File: config.mk
export PLATFORM = sky130hd
export DESIGN_NAME = register_space_access_decode
export DESIGN_NICKNAME = d
export VERILOG_FILES = /design/src/design/register_space_access_decode.v
export VERILOG_INCLUDE_DIRS = /design/src /design/src/inc
export SDC_FILE = /design/constraint.sdc
export NUM_CORES = 1
export LEC_CHECK = 0
export ABC_AREA = 1
export ABC_CLOCK_PERIOD_IN_PS = 2900
export BUFFER_PORTS_ARGS = -buffer_cell sky130_fd_sc_hd__buf_2
export CAP_MARGIN = 10
export CORE_ASPECT_RATIO = 1.5
export CORE_UTILIZATION = 50
export DETAILED_ROUTE_END_ITERATION = 7
export PLACE_DENSITY = 0.69
export SETUP_SLACK_MARGIN = 0.3
export SKIP_LAST_GASP = 1
export SLEW_MARGIN = 10
export SYNTH_ARGS = -nofsm -noshare
export SYNTH_HDL_FRONTEND = slang
export SYNTH_SLANG_ARGS = --single-unit
File: constraint.sdc
create_clock -name mclk -period 2.9 [get_ports mclk]
set_input_delay 0.58 -clock mclk [delete_from_list [all_inputs] [get_ports mclk]]
set_output_delay 0.58 -clock mclk [all_outputs]
set_load 0.02 [all_outputs]
File: src/inc/reg_space_regs.vh
`ifndef REG_SPACE_REGS_VH
`define REG_SPACE_REGS_VH

// byte offsets inside one locality window (upper address nibble is the locality)
`define OFS_CTRL        12'h008
`define OFS_CAP         12'h014
`define OFS_STS         12'h018
`define OFS_DATA        12'h024
`define OFS_IDENT       12'h030
`define OFS_CRB_IDENT   12'h034
`define OFS_XDATA       12'h080

// register identities used by the decoder
`define ID_NONE         3'h0
`define ID_CTRL         3'h1
`define ID_CAP          3'h2
`define ID_STS          3'h3
`define ID_DATA         3'h4
`define ID_IDENT        3'h5
`define ID_XDATA        3'h6

// link command byte: bit 7 set means read
`define CMD_READ_BIT    7

// control register fields and reset value
`define CTRL_ADJ_WR_BIT 0
`define CTRL_ADJ_RD_BIT 1
`define CTRL_RESET      32'h0000_0000

// status register fields
`define STS_OVERRUN_BIT 0
`define STS_EXPECT_BIT  3
`define STS_BURST_LSB   8

// capability: max transfer size field sits in bits 10:9
`define CAP_SIZE_LSB    9
`define CAP_SIZE_VALUE  2'h0
`define CAP_RESET       32'h0000_0000

// identifier value is arbitrary
`define IDENT_VALUE     32'h0000_5A11

// filler byte for unbacked read bytes
`define FILL_BYTE       8'hFF

// fifo shape
`define FIFO_WIDTH      8
`define FIFO_DEPTH      4

`endif

File: src/design/register_space_access_decode.v
`include "reg_space_regs.vh"
`default_nettype none

// shift-register fifo: the head entry is a flip-flop, so outputs are registered
module byte_fifo #(
  parameter WIDTH = 8,
  parameter DEPTH = 4
) (
  input  wire             mclk,
  input  wire             nrst,
  input  wire [WIDTH-1:0] in_data,
  input  wire             in_valid,
  output wire             in_ready,
  output wire [WIDTH-1:0] out_data,
  output wire             out_valid,
  input  wire             out_ready
);
  reg  [WIDTH-1:0] mem [0:DEPTH-1]; // entry 0 is the head
  reg  [DEPTH-1:0] vld;             // per-entry occupancy
  reg  [7:0]       cnt;             // number of stored words
  wire             push;
  wire             pop;
  wire [7:0]       next_cnt;

  assign in_ready  = (cnt != DEPTH[7:0]);
  assign push      = in_valid & in_ready;
  assign pop       = vld[0] & out_ready;
  assign next_cnt  = cnt + {7'h00, push} - {7'h00, pop};
  assign out_data  = mem[0];
  assign out_valid = vld[0];

  // occupancy count
  always @(posedge mclk or negedge nrst)
  begin
    if (!nrst)
      cnt <= 8'h00;
    else
      cnt <= next_cnt;
  end

  genvar i;
  generate
    for (i = 0; i < DEPTH; i = i + 1)
    begin : g_entry
      // each entry below the last shifts forward on pop, or catches the pushed word
      always @(posedge mclk or negedge nrst)
      begin
        if (!nrst)
        begin
          mem[i] <= {WIDTH{1'b0}};
          vld[i] <= 1'b0;
        end
        else
        begin
          vld[i] <= (i < next_cnt);
          if (pop)
          begin
            if (push && (i == cnt - 1))
              mem[i] <= in_data;
            else if (i < DEPTH - 1)
              mem[i] <= mem[(i < DEPTH - 1) ? i + 1 : i];
          end
          else if (push && (i == cnt))
            mem[i] <= in_data;
        end
      end
    end
  endgenerate
endmodule

// Operation
// - data port ignores two low address bits
// - data port bytes accepted in any address order
// - window accepts one byte up to maximum
// - longer window transfers paced by burst allowance
// - window and port stream at fixed offset
// - fifo interface identifier register is implemented
// - long read returns start register first
// - long write updates starting register, neighbours optional
// - dropped neighbour bytes leave neighbour unchanged
// - boundary-crossing transfers complete, never abort
// - no leftover bytes leak into next transfer
// - other registers (not port or window) decoded exactly per byte
// - multi-byte registers little endian, ascending
// - oversize aligned write touches only start register while CTRL_ADJ_WR_BIT is clear
// - oversize aligned read returns start register data
// - window optional where bus lacks size limit
// - locality windows mirror one shared register set
module register_space_access_decode (
  input  wire       mclk,
  input  wire       nrst,
  input  wire       link_sck,
  input  wire       link_cs_n,
  input  wire       link_mosi,
  output reg        link_miso,
  output reg        link_miso_oe,
  output wire [7:0] cmd_data,
  output wire       cmd_valid,
  input  wire       cmd_ready,
  input  wire [7:0] rsp_data,
  input  wire       rsp_valid,
  output reg        rsp_ready
);
  // frame states
  localparam ST_CMD  = 4'b0001; // command byte
  localparam ST_AHI  = 4'b0010; // address high byte
  localparam ST_ALO  = 4'b0100; // address low byte
  localparam ST_DATA = 4'b1000; // data bytes until chip select rises

  // synchronisers: stage 1 feeds stage 2 only
  reg        sck_s1;
  reg        sck_s2;
  reg        sck_s3;    // delayed copy for edge detection
  reg        cs_n_s1;
  reg        cs_n_s2;
  reg        cs_n_s3;
  reg        mosi_s1;
  reg        mosi_s2;

  reg  [3:0]  state;
  reg  [2:0]  bit_cnt;  // bits received in current byte
  reg  [7:0]  rx_sh;    // incoming shift register
  reg  [7:0]  tx_sh;    // outgoing shift register
  reg         is_read;  // direction of current frame
  reg  [7:0]  addr_hi;
  reg  [11:0] ptr;      // byte address within the locality window
  reg  [2:0]  start_id; // register addressed by the start address
  reg  [31:0] ctrl;     // software control register
  reg         overrun;  // sticky: port or window byte lost on full fifo

  wire        sck_rise;
  wire        sck_fall;
  wire        frame_go;
  wire        frame_on;
  wire        byte_done;
  wire [7:0]  rx_byte;
  wire        fifo_in_ready;
  reg         fifo_push;
  reg  [7:0]  fifo_wdata;
  wire [15:0] burst;
  wire [31:0] sts_word;
  wire [2:0]  cur_id;
  wire        wr_allowed;
  wire        cur_stream;
  wire [11:0] adv_ptr;

  assign sck_rise  = sck_s2 & ~sck_s3;
  assign sck_fall  = ~sck_s2 & sck_s3;
  assign frame_go  = ~cs_n_s2 & cs_n_s3;
  assign frame_on  = ~cs_n_s2;
  assign byte_done = frame_on & sck_rise & (bit_cnt == 3'h7);
  assign rx_byte   = {rx_sh[6:0], mosi_s2};

  // exact byte decode; only the data port and the window ignore their two low bits
  function [2:0] reg_of;
    input [11:0] a;
    begin
      if (a[11:2] == `OFS_DATA >> 2)
        reg_of = `ID_DATA;
      else if (a[11:2] == `OFS_XDATA >> 2)
        reg_of = `ID_XDATA;
      else if (a[11:2] == `OFS_CTRL >> 2)
        reg_of = `ID_CTRL;
      else if (a[11:2] == `OFS_CAP >> 2)
        reg_of = `ID_CAP;
      else if (a[11:2] == `OFS_STS >> 2)
        reg_of = `ID_STS;
      else if (a[11:2] == `OFS_IDENT >> 2)
        reg_of = `ID_IDENT;
      else
        reg_of = `ID_NONE;
    end
  endfunction

  // lane select: lowest address carries bits 7:0
  function [7:0] lane_of;
    input [31:0] w;
    input [1:0]  l;
    begin
      case (l)
        2'h0:    lane_of = w[7:0];
        2'h1:    lane_of = w[15:8];
        2'h2:    lane_of = w[23:16];
        default: lane_of = w[31:24];
      endcase
    end
  endfunction

  // burst reads one while the fifo has a free slot, zero when it is full
  assign burst      = fifo_in_ready ? 16'h0001 : 16'h0000;
  assign sts_word   = ({16'h0000, burst} << `STS_BURST_LSB)
                    | ({31'h0, fifo_in_ready} << `STS_EXPECT_BIT)
                    | ({31'h0, overrun} << `STS_OVERRUN_BIT);

  assign cur_id     = reg_of(ptr);
  assign cur_stream = (cur_id == `ID_DATA) | (cur_id == `ID_XDATA);
  // neighbours written only when software opted in
  assign wr_allowed = (cur_id == start_id) | ctrl[`CTRL_ADJ_WR_BIT];
  // streaming registers hold the address across bytes
  assign adv_ptr    = cur_stream ? ptr : ptr + 12'h001;

  // two-flop synchronisers for every link input pin
  always @(posedge mclk or negedge nrst)
  begin
    if (!nrst)
    begin
      sck_s1  <= 1'b0;
      sck_s2  <= 1'b0;
      sck_s3  <= 1'b0;
      cs_n_s1 <= 1'b1;
      cs_n_s2 <= 1'b1;
      cs_n_s3 <= 1'b1;
      mosi_s1 <= 1'b0;
      mosi_s2 <= 1'b0;
    end
    else
    begin
      sck_s1  <= link_sck;
      sck_s2  <= sck_s1;
      sck_s3  <= sck_s2;
      cs_n_s1 <= link_cs_n;
      cs_n_s2 <= cs_n_s1;
      cs_n_s3 <= cs_n_s2;
      mosi_s1 <= link_mosi;
      mosi_s2 <= mosi_s1;
    end
  end

  // byte fetch for reads: start register first, then neighbour or filler
  function [7:0] read_byte;
    input [11:0] a;
    input [2:0]  sid;
    input [31:0] c;
    input [31:0] s;
    input [7:0]  rsp;
    input        rsp_ok;
    reg   [2:0]  id;
    begin
      id = reg_of(a);
      if ((id != sid) && !c[`CTRL_ADJ_RD_BIT])
        read_byte = `FILL_BYTE;
      else
        case (id)
          `ID_CTRL:  read_byte = lane_of(c, a[1:0]);
          `ID_CAP:   read_byte = lane_of(`CAP_RESET
                       | ({30'h0, `CAP_SIZE_VALUE} << `CAP_SIZE_LSB), a[1:0]);
          `ID_STS:   read_byte = lane_of(s, a[1:0]);
          `ID_IDENT: read_byte = lane_of(`IDENT_VALUE, a[1:0]);
          `ID_DATA,
          `ID_XDATA: read_byte = rsp_ok ? rsp : `FILL_BYTE;
          default:   read_byte = `FILL_BYTE;
        endcase
    end
  endfunction

  // frame sequencer, decode and register writes
  always @(posedge mclk or negedge nrst)
  begin
    if (!nrst)
    begin
      state        <= ST_CMD;
      bit_cnt      <= 3'h0;
      rx_sh        <= 8'h00;
      tx_sh        <= 8'h00;
      is_read      <= 1'b0;
      addr_hi      <= 8'h00;
      ptr          <= 12'h000;
      start_id     <= `ID_NONE;
      ctrl         <= `CTRL_RESET;
      overrun      <= 1'b0;
      fifo_push    <= 1'b0;
      fifo_wdata   <= 8'h00;
      rsp_ready    <= 1'b0;
      link_miso    <= 1'b0;
      link_miso_oe <= 1'b0;
    end
    else
    begin
      fifo_push    <= 1'b0;
      rsp_ready    <= 1'b0;
      link_miso_oe <= frame_on;
      if (frame_go)
      begin
        // fresh frame: drop every partial byte of the last one
        state   <= ST_CMD;
        bit_cnt <= 3'h0;
        rx_sh   <= 8'h00;
        tx_sh   <= 8'h00;
        is_read <= 1'b0;
      end
      else if (frame_on)
      begin
        // shift out on falling edges, msb first
        if (sck_fall)
        begin
          link_miso <= tx_sh[7];
          tx_sh     <= {tx_sh[6:0], 1'b0};
        end
        if (sck_rise)
        begin
          rx_sh   <= rx_byte;
          bit_cnt <= bit_cnt + 3'h1;
        end
        if (byte_done)
        begin
          case (state)
            ST_CMD:
            begin
              is_read <= rx_byte[`CMD_READ_BIT];
              state   <= ST_AHI;
            end
            ST_AHI:
            begin
              // locality nibble dropped: all windows share one register set
              addr_hi <= rx_byte;
              state   <= ST_ALO;
            end
            ST_ALO:
            begin
              ptr      <= {addr_hi[3:0], rx_byte};
              start_id <= reg_of({addr_hi[3:0], rx_byte});
              state    <= ST_DATA;
              if (is_read)
              begin
                tx_sh <= read_byte({addr_hi[3:0], rx_byte},
                                   reg_of({addr_hi[3:0], rx_byte}),
                                   ctrl, sts_word, rsp_data, rsp_valid);
                if (rsp_valid && ((reg_of({addr_hi[3:0], rx_byte}) == `ID_DATA)
                    || (reg_of({addr_hi[3:0], rx_byte}) == `ID_XDATA)))
                  rsp_ready <= 1'b1;
              end
            end
            ST_DATA:
            begin
              // any length is taken; nothing aborts the transfer
              ptr <= adv_ptr;
              if (is_read)
              begin
                tx_sh <= read_byte(adv_ptr, start_id, ctrl, sts_word,
                                   rsp_data, rsp_valid);
                if (rsp_valid && cur_stream
                    && ((cur_id == start_id) || ctrl[`CTRL_ADJ_RD_BIT]))
                  rsp_ready <= 1'b1;
              end
              else if (wr_allowed)
              begin
                case (cur_id)
                  `ID_DATA,
                  `ID_XDATA:
                  begin
                    // any byte lane, any order, one byte stream
                    if (fifo_in_ready)
                    begin
                      fifo_push  <= 1'b1;
                      fifo_wdata <= rx_byte;
                    end
                  end
                  `ID_CTRL:
                  begin
                    case (ptr[1:0])
                      2'h0:    ctrl[7:0]   <= rx_byte;
                      2'h1:    ctrl[15:8]  <= rx_byte;
                      2'h2:    ctrl[23:16] <= rx_byte;
                      default: ctrl[31:24] <= rx_byte;
                    endcase
                  end
                  default:
                  begin
                    // read-only registers ignore writes
                  end
                endcase
              end
            end
            default:
              state <= ST_CMD;
          endcase
        end
      end
      // sticky overrun; a new loss wins over a write-one clear
      if (byte_done && (state == ST_DATA) && !is_read && wr_allowed
          && cur_stream && !fifo_in_ready)
        overrun <= 1'b1;
      else if (byte_done && (state == ST_DATA) && !is_read && wr_allowed
               && (cur_id == `ID_STS) && (ptr[1:0] == 2'h0)
               && rx_byte[`STS_OVERRUN_BIT])
        overrun <= 1'b0;
    end
  end

  // the fifo stands between the link and the command consumer
  byte_fifo #(
    .WIDTH (`FIFO_WIDTH),
    .DEPTH (`FIFO_DEPTH)
  ) u_fifo (
    .mclk      (mclk),
    .nrst      (nrst),
    .in_data   (fifo_wdata),
    .in_valid  (fifo_push),
    .in_ready  (fifo_in_ready),
    .out_data  (cmd_data),
    .out_valid (cmd_valid),
    .out_ready (cmd_ready)
  );

endmodule

`default_nettype wire

## Word-level counts from Yosys, hierarchy flattened

Cells that the tools add are included.

- Bits in registers: 136
- Input bits: 15
- Output and inout port bits: 12
- Word-level logic and storage cells: 260

- Add/subtract/negate cells: 5
- $lt $le $gt $ge: 1
- Eq/ne operators: 57
- Mux-type cells: 92
- Bitwise logic cells: 17
- Reduce and logical (&&, ||, !) cells: 56

Operator list:

| kind | number |
|---|---|
| $mux 8 | 20 |
| $pmux 8 s3 | 4 |
| $mux 3 | 31 |
| $pmux 8 s5 | 2 |
| $eq 2x32->1 const A | 2 |
| $eq 10x3->1 const B | 6 |
| $eq 10x4->1 const B | 6 |
| $reduce_and 8->1 | 5 |
| $eq 1x32->1 const A | 1 |
| $logic_not 32->1 | 1 |
| $eq 10x2->1 const B | 3 |
| $eq 10x6->1 const B | 3 |
| $pmux 7 s2 | 2 |
| $eq 3x3->1 const B | 9 |
| $pmux 12 s2 | 1 |
| $mux 1 | 22 |
| $mux 7 | 3 |
| $logic_and 1x1->1 | 20 |
| $reduce_bool 2->1 | 9 |
| $eq 2x8->1 const A | 2 |
| $pmux 4 s4 | 1 |
| $pmux 8 s2 | 1 |
| $eq 3x2->1 const B | 5 |
| $add 12x1->12 const B | 1 |
| 35 further kinds | 68 |

## Longest topological paths before layout

Gate-level depths: netlist (run 1).

- Depth in word-level cells: 31
- Gate-level depth with buffers: 23
- Mapped depth without buffers: 22

## Cells and area by module

Synthesis (run 1) repeated with hierarchy kept, for this count alone.

- Cells, all modules: 1203
- Area, all modules: 8757.1 um^2

By module, submodules not included:

| module | times used | cells an instance | area each (um^2) | seq. area each (um^2) |
|---|---|---|---|---|
| register_space_access_decode | 1 | 833 | 5992.0 | 2382.3 |
| byte_fifo | 1 | 370 | 2765.2 | 1026.0 |

## Least setup slack after synthesis (run 1)

No wires, ideal clock.

- Kind: input -> register
- Start: in cmd_ready
- End: reg u_fifo.vld[0] (netlist: u_fifo.out_valid)
- Setup time: 0.129 ns
- Arrival: 2.707 ns
- Required time: 2.771 ns
- Path slack: 0.065 ns
- Stages on the path: 14
- Buffers on the path: 0
- Cell sequence: nand2_1 > inv_1 > ha_1 > inv_1 > ha_1 > inv_1 > fa_1 > o31ai_1 > a21oi_1 > nor2_1 > nor2_1 > xor2_1 > nor4_1 > nand2_1

- Cells in the longest elaborated chain, start to end: 3

RTL lines:

| what | line | text |
|---|---|---|
| from (decl) | register_space_access_decode.v:99 | `input wire cmd_ready,` |
| $and 1x1->1 | register_space_access_decode.v:27 | `assign pop = vld[0] & out_ready;` |
| $sub 8x1->8 | register_space_access_decode.v:28 | `assign next_cnt = cnt + {7'h00, push} - {7'h00, pop};` |
| net u_fifo.next_cnt[6] | register_space_access_decode.v:23 | `wire [7:0] next_cnt;` |
| $lt 1x8->1 | register_space_access_decode.v:55 | `vld[i] <= (i < next_cnt);` |
| to (signal, indexed assignment) | register_space_access_decode.v:55 |  |
| to (decl) | register_space_access_decode.v:19 | `reg [DEPTH-1:0] vld;` |

The timed path passes the listed nets, and every way through them passes these cells.
A chain may end at the register's enable or synchronous reset.

## Final worst setup path (run 1)

- Start: reg ptr[1]
- End: reg tx_sh[2]

- Cells in the longest elaborated chain, start to end: 23
- Elaborated cells between the ends (all ways): 40
- Classes of those cells: add/sub: 1; eq/ne: 15; mux: 21; reduce/logical: 3

RTL lines:

| what | line | text |
|---|---|---|
| from (decl) | register_space_access_decode.v:126 | `reg [11:0] ptr;` |
| from (signal assigned) | register_space_access_decode.v:320 | `ptr <= {addr_hi[3:0], rx_byte};` |
| from (signal assigned) | register_space_access_decode.v:336 | `ptr <= adv_ptr;` |
| $add 12x1->12 | register_space_access_decode.v:200 | `assign adv_ptr = cur_stream ? ptr : ptr + 12'h001;` |
| $mux 12 (*) | register_space_access_decode.v:200 |  |
| $eq 10x4->1 | register_space_access_decode.v:168 | `` else if (a[11:2] == `OFS_IDENT >> 2) `` |
| $mux 3 | register_space_access_decode.v:168 |  |
| $mux 3 | register_space_access_decode.v:166 | `` else if (a[11:2] == `OFS_STS >> 2) `` |
| $mux 3 | register_space_access_decode.v:164 | `` else if (a[11:2] == `OFS_CAP >> 2) `` |
| $mux 3 | register_space_access_decode.v:162 | `` else if (a[11:2] == `OFS_CTRL >> 2) `` |
| $mux 3 | register_space_access_decode.v:160 | `` else if (a[11:2] == `OFS_XDATA >> 2) `` |
| (+7 left out) | -- |  |
| $reduce_or 2->1 | register_space_access_decode.v:243 | `case (id)` |
| $pmux 8 s5 | register_space_access_decode.v:243 |  |
| $mux 8 (*) | register_space_access_decode.v:240 | `` if ((id != sid) && !c[`CTRL_ADJ_RD_BIT]) `` |
| $mux 8 (*) | register_space_access_decode.v:337 | `if (is_read)` |
| $pmux 8 s2 (*) | register_space_access_decode.v:306 | `case (state)` |
| $mux 8 (*) | register_space_access_decode.v:304 | `if (byte_done)` |
| $mux 8 (*) | register_space_access_decode.v:291 | `else if (frame_on)` |
| $mux 8 (*) | register_space_access_decode.v:282 | `if (frame_go)` |
| to (signal assigned) | register_space_access_decode.v:297 | `tx_sh <= {tx_sh[6:0], 1'b0};` |
| to (signal assigned) | register_space_access_decode.v:325 | `tx_sh <= read_byte({addr_hi[3:0], rx_byte},` |
| to (signal assigned) | register_space_access_decode.v:339 | `tx_sh <= read_byte(adv_ptr, start_id, ctrl, sts_word,` |
| to (decl) | register_space_access_decode.v:123 | `reg [7:0] tx_sh;` |

Mark *: on every way between the ends. The rest lies on a longest branch, timed or not. The select of a mux whose other input is x is not followed.

==> impl_metrics.toml, run 1 <==
[power_and_ir_drop]
ir_worst_vdd_mv = 0.490
pwr-share-seq = 0.343
sw_frac_of_total = 0.323
power.total_mw = 6.36
pwr-share-clk = 0.391
pwr-share-comb = 0.266
power.density_nw_per_um2 = 625
leakage_nw = 4.68
switching_power_mw = 2.06
internal_power_mw = 4.30

[critical_path]
worstSetupPathType = "reg -> reg"
cp-start-kind = "flop"
critPathLaunch = "ptr[1]$_DFFE_PN0P_"
crit_path_end_kind = "flop"
cp.arrival_ns = 2.95
critical_path.endpoint = "tx_sh[2]$_DFFE_PN0P_"
reg2reg_depth = 18
critPathRequiredTime_ns = 3.21
r2r_end = "tx_sh[2]$_DFFE_PN0P_"
rrSetupSlack_ns = 0.26
rr_startpoint = "ptr[1]$_DFFE_PN0P_"
cp_max_fo = 7

[global_route]
antenna_found_initial = 0
grt_remaining_overflow = 0
grt_pass1_wl_um = 36800
grt.total_usage = 0.280
grt_pass1_vias = 7560
grt_max_degree = 57

[route]
wl_per_cell_um = 16.9
drcViolationCount = 0
via_per_inst = 5.68
wirelength_um = 23400
via_count = 7857
drtPass1Iterations = 5
antenna_left = 0
drt_iter0_markers = 564

[logic_synthesis]
synthDominantCellAreaShare = 0.407
synth_most_common_cell = "nand2_1"
syn_nets = 1115
avgSynthCellArea_um2 = 7.56
ys_top_cells_by_area = "dfrtp_1, nand2_1, o21ai_0, inv_1, nor2_1"
syn_area_um2 = 8130
ys_seq_elements = 136
ys.flop_type = "dfrtp_1"
synth.distinct_cells = 49
seq_area_frac_synth = 0.419
synth_edf_count = 0
yosysTopAreaCell = "dfrtp_1"
async_flop_share = 1.00
netlist_instances = 1075
ys_warn_count = 0
yosys-top-cells-count = "nand2_1, inv_1, dfrtp_1, o21ai_0, nor2_1"

[timing]
timing.hold.ws_ns = 0.108
max_slew_margin = 0.282
final_max_slew_viol_count = 0
skew_ns = 0.0134
worst-slew-pin-transition_ns = 1.07
hold_viol = 0
min_period_over_period = 0.909
setup_viol = 0
finalWorstSetupSlack_ns = 0.264
period_minus_slack_ns = 2.64
tns_ns = 0
fmax_mhz = 379
rsz0062_at_grt = "true"

[placed_design]
globalplace.congestion = 0.961
place_inst = 1307
post-dp-hpwl_um = 15700
portBuffers = 26
dp_slack_ns = 0.0372
placed_cell_area_um2 = 8670

[die]
start_util = 0.515
die_area_um2 = 16800
fp.coreArea_um2 = 15800
io_pins = 27
die_h_um = 158
rows = 56
die_x_um = 106

[clocking]
cts_tree = "yes"
cts_root_buf = "clkbuf_16"
cts_buffer_depth = 2
cts_buffers = 17
htree_levels = 4
cts.clk_slew.worst_paths_ns = 0.07
cts.sinks = 136
cts_hold_buf = 0
clock_latency_ns = 0.43

[layout]
nNetsFinal = 1207
syn2layout_area_growth_pct = 25.1
antenna_cells = 0
layoutNonFillerInstCount = 1383
drive_gt1_frac = 0.237
fin_util = 0.645
fin_area_um2 = 10200

[job]
maxCapViolCount = 0

[hold_path]
hp-class = "in -> async"

[run_status]
status = "completed"
[logic make-up (layout without fill, tap and decap cells)]
group                    after synthesis  count (layout)  share of synthesized area
AO/OA/AOI/OAI                        246             246                      0.176
XOR/XNOR                              13              13                     0.0159
buffers and inverters                195             300                     0.0966
AND/OR/NAND/NOR                      460             460                      0.252
adder cells (fa/ha/maj)               25              25                     0.0394
flip-flops                           136             136                      0.419
[worst min-delay path by stage]
stage / slack (ns) / depth (start not counted) / endpoint
floorplan: 0.28 / 0 / addr_hi[0]$_DFFE_PN0P_
global placement: 0.33 / 0 / mosi_s2$_DFF_PN0_
detailed placement: 0.34 / 0 / sck_s2$_DFF_PN0_
CTS: 0.11 / 1 / u_fifo.out_data[6]$_DFFE_PN0P_
global route: 0.14 / 1 / u_fifo.out_data[6]$_DFFE_PN0P_
finish: 0.11 / 1 / u_fifo.out_data[6]$_DFFE_PN0P_
[power groups by stage]
stage	combinational, mW	sequential (mW)	clock [mW]
finish	1.69	2.18	2.48
CTS	1.40	2.16	2.52
global placement	1.26	2.19	0
detailed placement	1.28	2.20	0
floorplan	0.975	2.18	0
global route	1.88	2.20	2.59
[what timing repair did]
item                       in CTS  in global routing
gates cloned                    0                  1
setup endpoints to repair      18                 33
hold endpoints to repair        0                  0
pin swaps                      12                 62
buffers inserted               16                 27
gates resized for setup        28                113
[worst max-delay path, cell delays in order (launching register included)]
cell and delay (ns):
dfrtp_1 0.41, ha_4 0.20, nand2_2 0.07, nor2_4 0.18, nand3_2 0.11, nand2_2 0.10, nand3_4 0.09, nor2_4 0.24
nand3b_1 0.20, nand3_2 0.13, nand2_1 0.06, nand2_1 0.09, nand3_2 0.10, nand2_4 0.12, nand2_2 0.07, nor2_1 0.09
nor2_1 0.06, o21ai_1 0.12, nand2_1 0.07
[state kept, by name (all words and copies together) (netlist names), 3 cells and up]
signal	cells
addr_hi	4
bit_cnt	3
ctrl	32
fifo_wdata	8
ptr	12
rx_sh	7
start_id	3
state	4
tx_sh	8
u_fifo.cnt	8
u_fifo.mem	24
u_fifo.out_data	8
[layout by cell type (no fill, tap or decap), types with 4 or more instances in the layout]
cell	synthesis	routed
nand2_1	226	201
inv_1	147	133
dfrtp_1	132	123
o21ai_0	119	107
nor2_1	98	81
buf_4	10	70
nand3_1	72	62
a21oi_1	48	45
o211ai_1	28	28
buf_2	6	26
o21ai_1	16	25
nand2_2	6	23
nand4_1	19	19
inv_2	10	18
ha_1	24	17
clkbuf_16	0	17
o221ai_1	17	16
nor2_2	5	12
nor2_4	1	11
nand3_2	4	11
nand2_4	2	9
xor2_1	10	9
nor3_1	11	9
dfrtp_2	0	9
buf_6	1	8
ha_4	0	7
inv_6	0	6
inv_4	0	5
nor4_1	6	5
clkinv_1	4	4
nand4_2	5	4
bufinv_16	0	4
clkinv_8	0	4
dfstp_2	4	4
[cell type report]
cell class / instances / area, um^2
flip-flops and latches: 136 / 3420
fillers: 1318 / 5600
multi-input cells: 744 / 4390
repair buffers: 107 / 806
well taps: 203 / 254
inverters: 161 / 622
clock inverters: 15 / 251
clock buffers: 17 / 425
[per-layer routing]
metal / part of all wire / routed length (um) / vias to the layer above / global-route usage
met2: 0.51 / 11900 / 297 / 0.498
met5: 0 / 0 / - / 0
met3: 0.046 / 1070 / 98 / 0.0358
li1: - / - / 3758 / -
met4: 0.060 / 1400 / 0 / 0.173
met1: 0.39 / 9020 / 3704 / 0.319
No activity file was read; power rests on OpenSTA's default activity.
==> run 2, diff against run 1 <==
==> constraint.sdc (replaced) <==
create_clock -name mclk -period 2.9 [get_ports mclk]
set_input_delay 0 -clock mclk [delete_from_list [all_inputs] [get_ports mclk]]
set_output_delay 0 -clock mclk [all_outputs]
set_load 0.02 [all_outputs]
==> impl_metrics.toml, run 2 (synthesized netlist as in run 1, its figures left out) <==
[timing]
worst-slew-pin-transition_ns = 0.620
max_slew_margin = 0.585
rsz0062_at_grt = "true"
period_minus_slack_ns = 2.74
hold_viol = 0
tns_ns = 0
min_period_over_period = 0.946
finalWorstSetupSlack_ns = 0.158
fmax_mhz = 365
timing.hold.ws_ns = 0.0613
skew_ns = 0.0114
setup_viol = 0
final_max_slew_viol_count = 0

[route]
wl_per_cell_um = 17.8
drt_iter0_markers = 611
drtPass1Iterations = 5
via_per_inst = 5.78
wirelength_um = 24800
via_count = 8037
drcViolationCount = 0
antenna_left = 0

[critical_path]
crit_path_end_kind = "flop"
slowest_delay_ns = 0.39
cp.arrival_ns = 3.04
worstSetupPathType = "reg -> reg"
cpMaxStageDelayCell = "dfrtp_1"
crit_chain = "inv_2 > ha_4 > nand4_1 > nand2_2 > inv_2 > ha_4 > a21oi_2 > o21bai_1 > a21oi_1 > o21bai_2 > a21oi_1 > nor2_1 > nor2_1 > xor2_1 > nor4_2 > nand2_1"
cp-start-kind = "flop"
cp_max_fo = 5
critPathRequiredTime_ns = 3.20

[placed_design]
post-dp-hpwl_um = 16300
globalplace.congestion = 0.947
place_inst = 1306
placed_cell_area_um2 = 8660
dp_slack_ns = 0.0475
portBuffers = 26

[layout]
antenna_cells = 0
nNetsFinal = 1215
fin_area_um2 = 10300
n_fill_cell = 1282
largest_register = "ctrl"
biggestRegsByFlops = "ctrl x32, u_fifo.mem x24, ptr x12"
layoutNonFillerInstCount = 1391
fin_util = 0.654
drive_gt1_frac = 0.237
layout_common_cells = "nand2_1, inv_1, dfrtp_1"
syn2layout_area_growth_pct = 26.9
largest_reg_flops = 32
final_common_cell = "nand2_1"

[clocking]
cts_tree = "yes"
cts.sinks = 136
cts_buffers = 17
cts_buffer_depth = 2
clock_latency_ns = 0.43
cts_root_buf = "clkbuf_16"
htree_levels = 4
cts.clk_slew.worst_paths_ns = 0.07

[die]
start_util = 0.515
die_area_um2 = 16800
rows = 56
fp.coreArea_um2 = 15800
io_pins = 27
die_x_um = 106
die_h_um = 158

[run_status]
status = "completed"

[global_route]
grt_pass1_wl_um = 37100
grt.total_usage = 0.285
grt_remaining_overflow = 0
grt_max_degree = 67
grt_pass1_vias = 7544
antenna_found_initial = 0

[power_and_ir_drop]
power.density_nw_per_um2 = 589
leakage_nw = 4.76
ir_worst_vdd_mv = 0.423
power.total_mw = 6.07

[hold_path]
hp-class = "in -> async"

[job]
maxCapViolCount = 0
==> run 2: repair_timing <==
item                                    in CTS  in global routing
gates resized for setup                     27                123
buffers inserted                             8                 36
pin swaps                                   11                 61
hold buffers                                 5                  0
cloned                                       0                  4
endpoints found under the setup margin      34                 66
hold endpoints to repair                   121                  0
==> run 2: power by group <==
group | internal, mW | switching [mW] | leakage, nW | total, mW
registers | 2.06 | 0.105 | 1.80 | 2.17
clock network | 1.34 | 0.980 | 0.307 | 2.32
logic | 0.615 | 0.970 | 2.65 | 1.58
==> run 2: critical path: cells and delay by family (launching register included) <==
family,cells,cell delay [ns]
adder cells (fa/ha/maj),2,0.31
AO/OA/AOI/OAI,5,0.65
AND/OR/NAND/NOR,6,0.97
buffers and inverters,2,0.18
XOR/XNOR,1,0.12
flip-flops,1,0.39
==> run 2: metal layers <==
| metal | up-vias | part of all wire | routed length (um) | global-route usage |
|---|---|---|---|---|
| met5 | - | 0 | 0 | 0 |
| met4 | 0 | 0.066 | 1630 | 0.179 |
| met3 | 119 | 0.049 | 1210 | 0.0432 |
| met2 | 317 | 0.50 | 12500 | 0.502 |
| met1 | 3816 | 0.38 | 9430 | 0.324 |
| li1 | 3785 | - | - | - |
==> run 2: final timing paths <==
| check | startpoint | to | slack (ns) | cells past startpoint |
|---|---|---|---|---|
| max | u_fifo.cnt[3]$_DFF_PN0_ | u_fifo.out_valid$_DFF_PN0_ | 0.16 | 16 |
| min | nrst | u_fifo.out_data[7]$_DFFE_PN0P_ | 0.06 | 2 |
| max reg2reg | u_fifo.cnt[3]$_DFF_PN0_ | u_fifo.out_valid$_DFF_PN0_ | 0.16 | 16 |
| min reg2reg | sck_s1$_DFF_PN0_ | sck_s2$_DFF_PN0_ | 0.35 | 0 |
| max in group asynchronous | nrst | state[0]$_DFFE_PN1P_ | 2.05 | 3 |
| min in group mclk | rsp_data[2] | tx_sh[2]$_DFFE_PN0P_ | 0.11 | 7 |
==> run 2: layout make-up <==
cell class	instances	area (um^2)	area share
Multi-Input combinational cell	748	4530	0.439
Clock buffer	18	439	0.0426
Clock inverter	14	176	0.0171
Sequential cell	136	3420	0.331
Tap cell	203	254	0.0246
Timing Repair Buffer	111	878	0.0852
Inverter	161	619	0.0601
==> run 3, diff against run 2 <==
- ABC_CLOCK_PERIOD_IN_PS: 2900 -> 2750
- CORE_MARGIN: not set -> 2
- PLACE_DENSITY: 0.69 -> 0.66
- clock period: 2.9 -> 2.75 ns (I/O delays scaled with it)
==> impl_metrics.toml, run 3 (synthesized netlist as in run 1, its figures left out) <==
[run_status]
status = "completed"

[placed_design]
post-dp-hpwl_um = 16500
placed_cell_area_um2 = 8860
portBuffers = 26
globalplace.congestion = 0.927

[critical_path]
path_delay_family = "simple AND/OR/NAND/NOR gates"
slowest_delay_ns = 0.40
cpMaxStageDelayCell = "dfrtp_1"
critPathRequiredTime_ns = 3.08
crit_buf_inv = 2
cp.arrival_ns = 2.96
worstSetupPathType = "reg -> reg"
cp_max_fo = 8
crit_chain = "nor2_2 > nand2_1 > nor2_2 > nand2_2 > nand2_4 > buf_4 > nand2_2 > nand2_4 > nor2_2 > buf_6 > nand2_2 > o211ai_1 > o21ai_1 > nand2_1 > nor2_2 > nand2_2 > nand3_2 > nand3_2 > nand2_1 > nand2_1"
cp-start-kind = "flop"
crit_path_end_kind = "flop"

[die]
fp.coreArea_um2 = 16000
die_h_um = 160
rows = 57
die_x_um = 108
die_area_um2 = 17300
io_pins = 27
start_util = 0.506

[layout]
syn2layout_area_growth_pct = 38.9
layout_common_cells = "nand2_1, inv_1, dfrtp_1"
drive_gt1_frac = 0.344
fin_util = 0.704
largest_reg_flops = 32
antenna_cells = 0
final_common_cell = "nand2_1"
nNetsFinal = 1263
biggestRegsByFlops = "ctrl x32, u_fifo.mem x24, ptr x12"
fin_area_um2 = 11300
largest_register = "ctrl"

[timing]
worst-slew-pin-transition_ns = 1.19
fmax_mhz = 380
setup_viol = 0
rsz0062_at_grt = "true"
hold_viol = 0
final_max_slew_viol_count = 0
period_minus_slack_ns = 2.63
min_period_over_period = 0.958
max_slew_margin = 0.198
skew_ns = 0.0113

[power_and_ir_drop]
leakage_nw = 5.10
power.density_nw_per_um2 = 628
ir_worst_vdd_mv = 0.630

[route]
antenna_left = 0
via_per_inst = 5.70
wirelength_um = 26100
drtPass1Iterations = 5
drcViolationCount = 0
drt_iter0_markers = 497
via_count = 8226
wl_per_cell_um = 18.1

[global_route]
grt_pass1_wl_um = 39000
grt.total_usage = 0.290
grt_remaining_overflow = 0
grt_pass1_vias = 7948
grt_max_degree = 79
antenna_found_initial = 0

[clocking]
cts_buffers = 17
cts_buffer_depth = 2
htree_levels = 4
clock_latency_ns = 0.44
cts.clk_slew.worst_paths_ns = 0.07
cts.sinks = 136
cts_tree = "yes"
cts_root_buf = "clkbuf_16"

[job]
maxCapViolCount = 0

[hold_path]
hp-class = "in -> reg"
[run 3: layer usage]
metal,share of wire,track usage
met2,0.54,0.531
met3,0.044,0.0502
met5,0,0
met1,0.36,0.310
met4,0.055,0.153
[run 3: final cells by class]
| type | count | area (um^2) |
|---|---|---|
| flip-flops and latches | 136 | 3410 |
| well taps | 206 | 258 |
| inverters | 161 | 619 |
| clock buffers | 17 | 425 |
| repair buffers | 160 | 1390 |
| fillers | 1244 | 4760 |
| clock inverters | 15 | 228 |
| multi-input cells | 747 | 4960 |
[run 3: final timing paths]
check | endpoint | from | slack, ns | cells after the start
max | tx_sh[4]$_DFFE_PN0P_ | ptr[11]$_DFFE_PN0P_ | 0.12 | 20
min | tx_sh[2]$_DFFE_PN0P_ | rsp_data[2] | 0.07 | 7
max reg2reg | tx_sh[4]$_DFFE_PN0P_ | ptr[11]$_DFFE_PN0P_ | 0.12 | 20
min reg2reg | cs_n_s2$_DFF_PN1_ | cs_n_s1$_DFF_PN1_ | 0.36 | 0
max in group asynchronous | cs_n_s1$_DFF_PN1_ | nrst | 1.78 | 3
min in group asynchronous | u_fifo.out_data[5]$_DFFE_PN0P_ | nrst | 0.16 | 2
[run 3: what timing repair did]
item                                   in CTS  in global routing
endpoints found under the hold margin      80                  0
gates cloned                                4                  5
pin swaps                                  33                 65
buffers inserted                           32                 29
hold buffers                                5                  0
setup endpoints to repair                  42                 84
resized for setup                          77                250
[run 3: power by group]
group	switching, mW	internal [mW]
logic	1.24	1.01
registers	0.103	2.17
clock network	1.07	1.49
total	2.42	4.67
[run 3: tightest hold or removal path: stages]
cell	delay, ns
buf_2	0.09
o21ai_0	0.06
nand2_1	0.08
nor2_1	0.05
nor2_1	0.08
o21ai_1	0.07
nand2_1	0.05
[run 3: metrics by stage]
step / hold WS, ns / cells / TNS (ns) / setup WS (ns) / power, mW
after CTS: 0.0710 / 1408 / 0 / 0.169 / 6.51
final: 0.0709 / 1442 / 0 / 0.116 / 7.09
after global placement: 0.0913 / 1335 / 0 / 0.0682 / 3.73
after global routing: 0.139 / 1442 / -0.175 / -0.0722 / 7.40
after floorplan: -0.296 / 1075 / 0 / 0.144 / 3.32
after detailed placement: 0.0863 / 1335 / -0.0150 / -0.0150 / 3.77
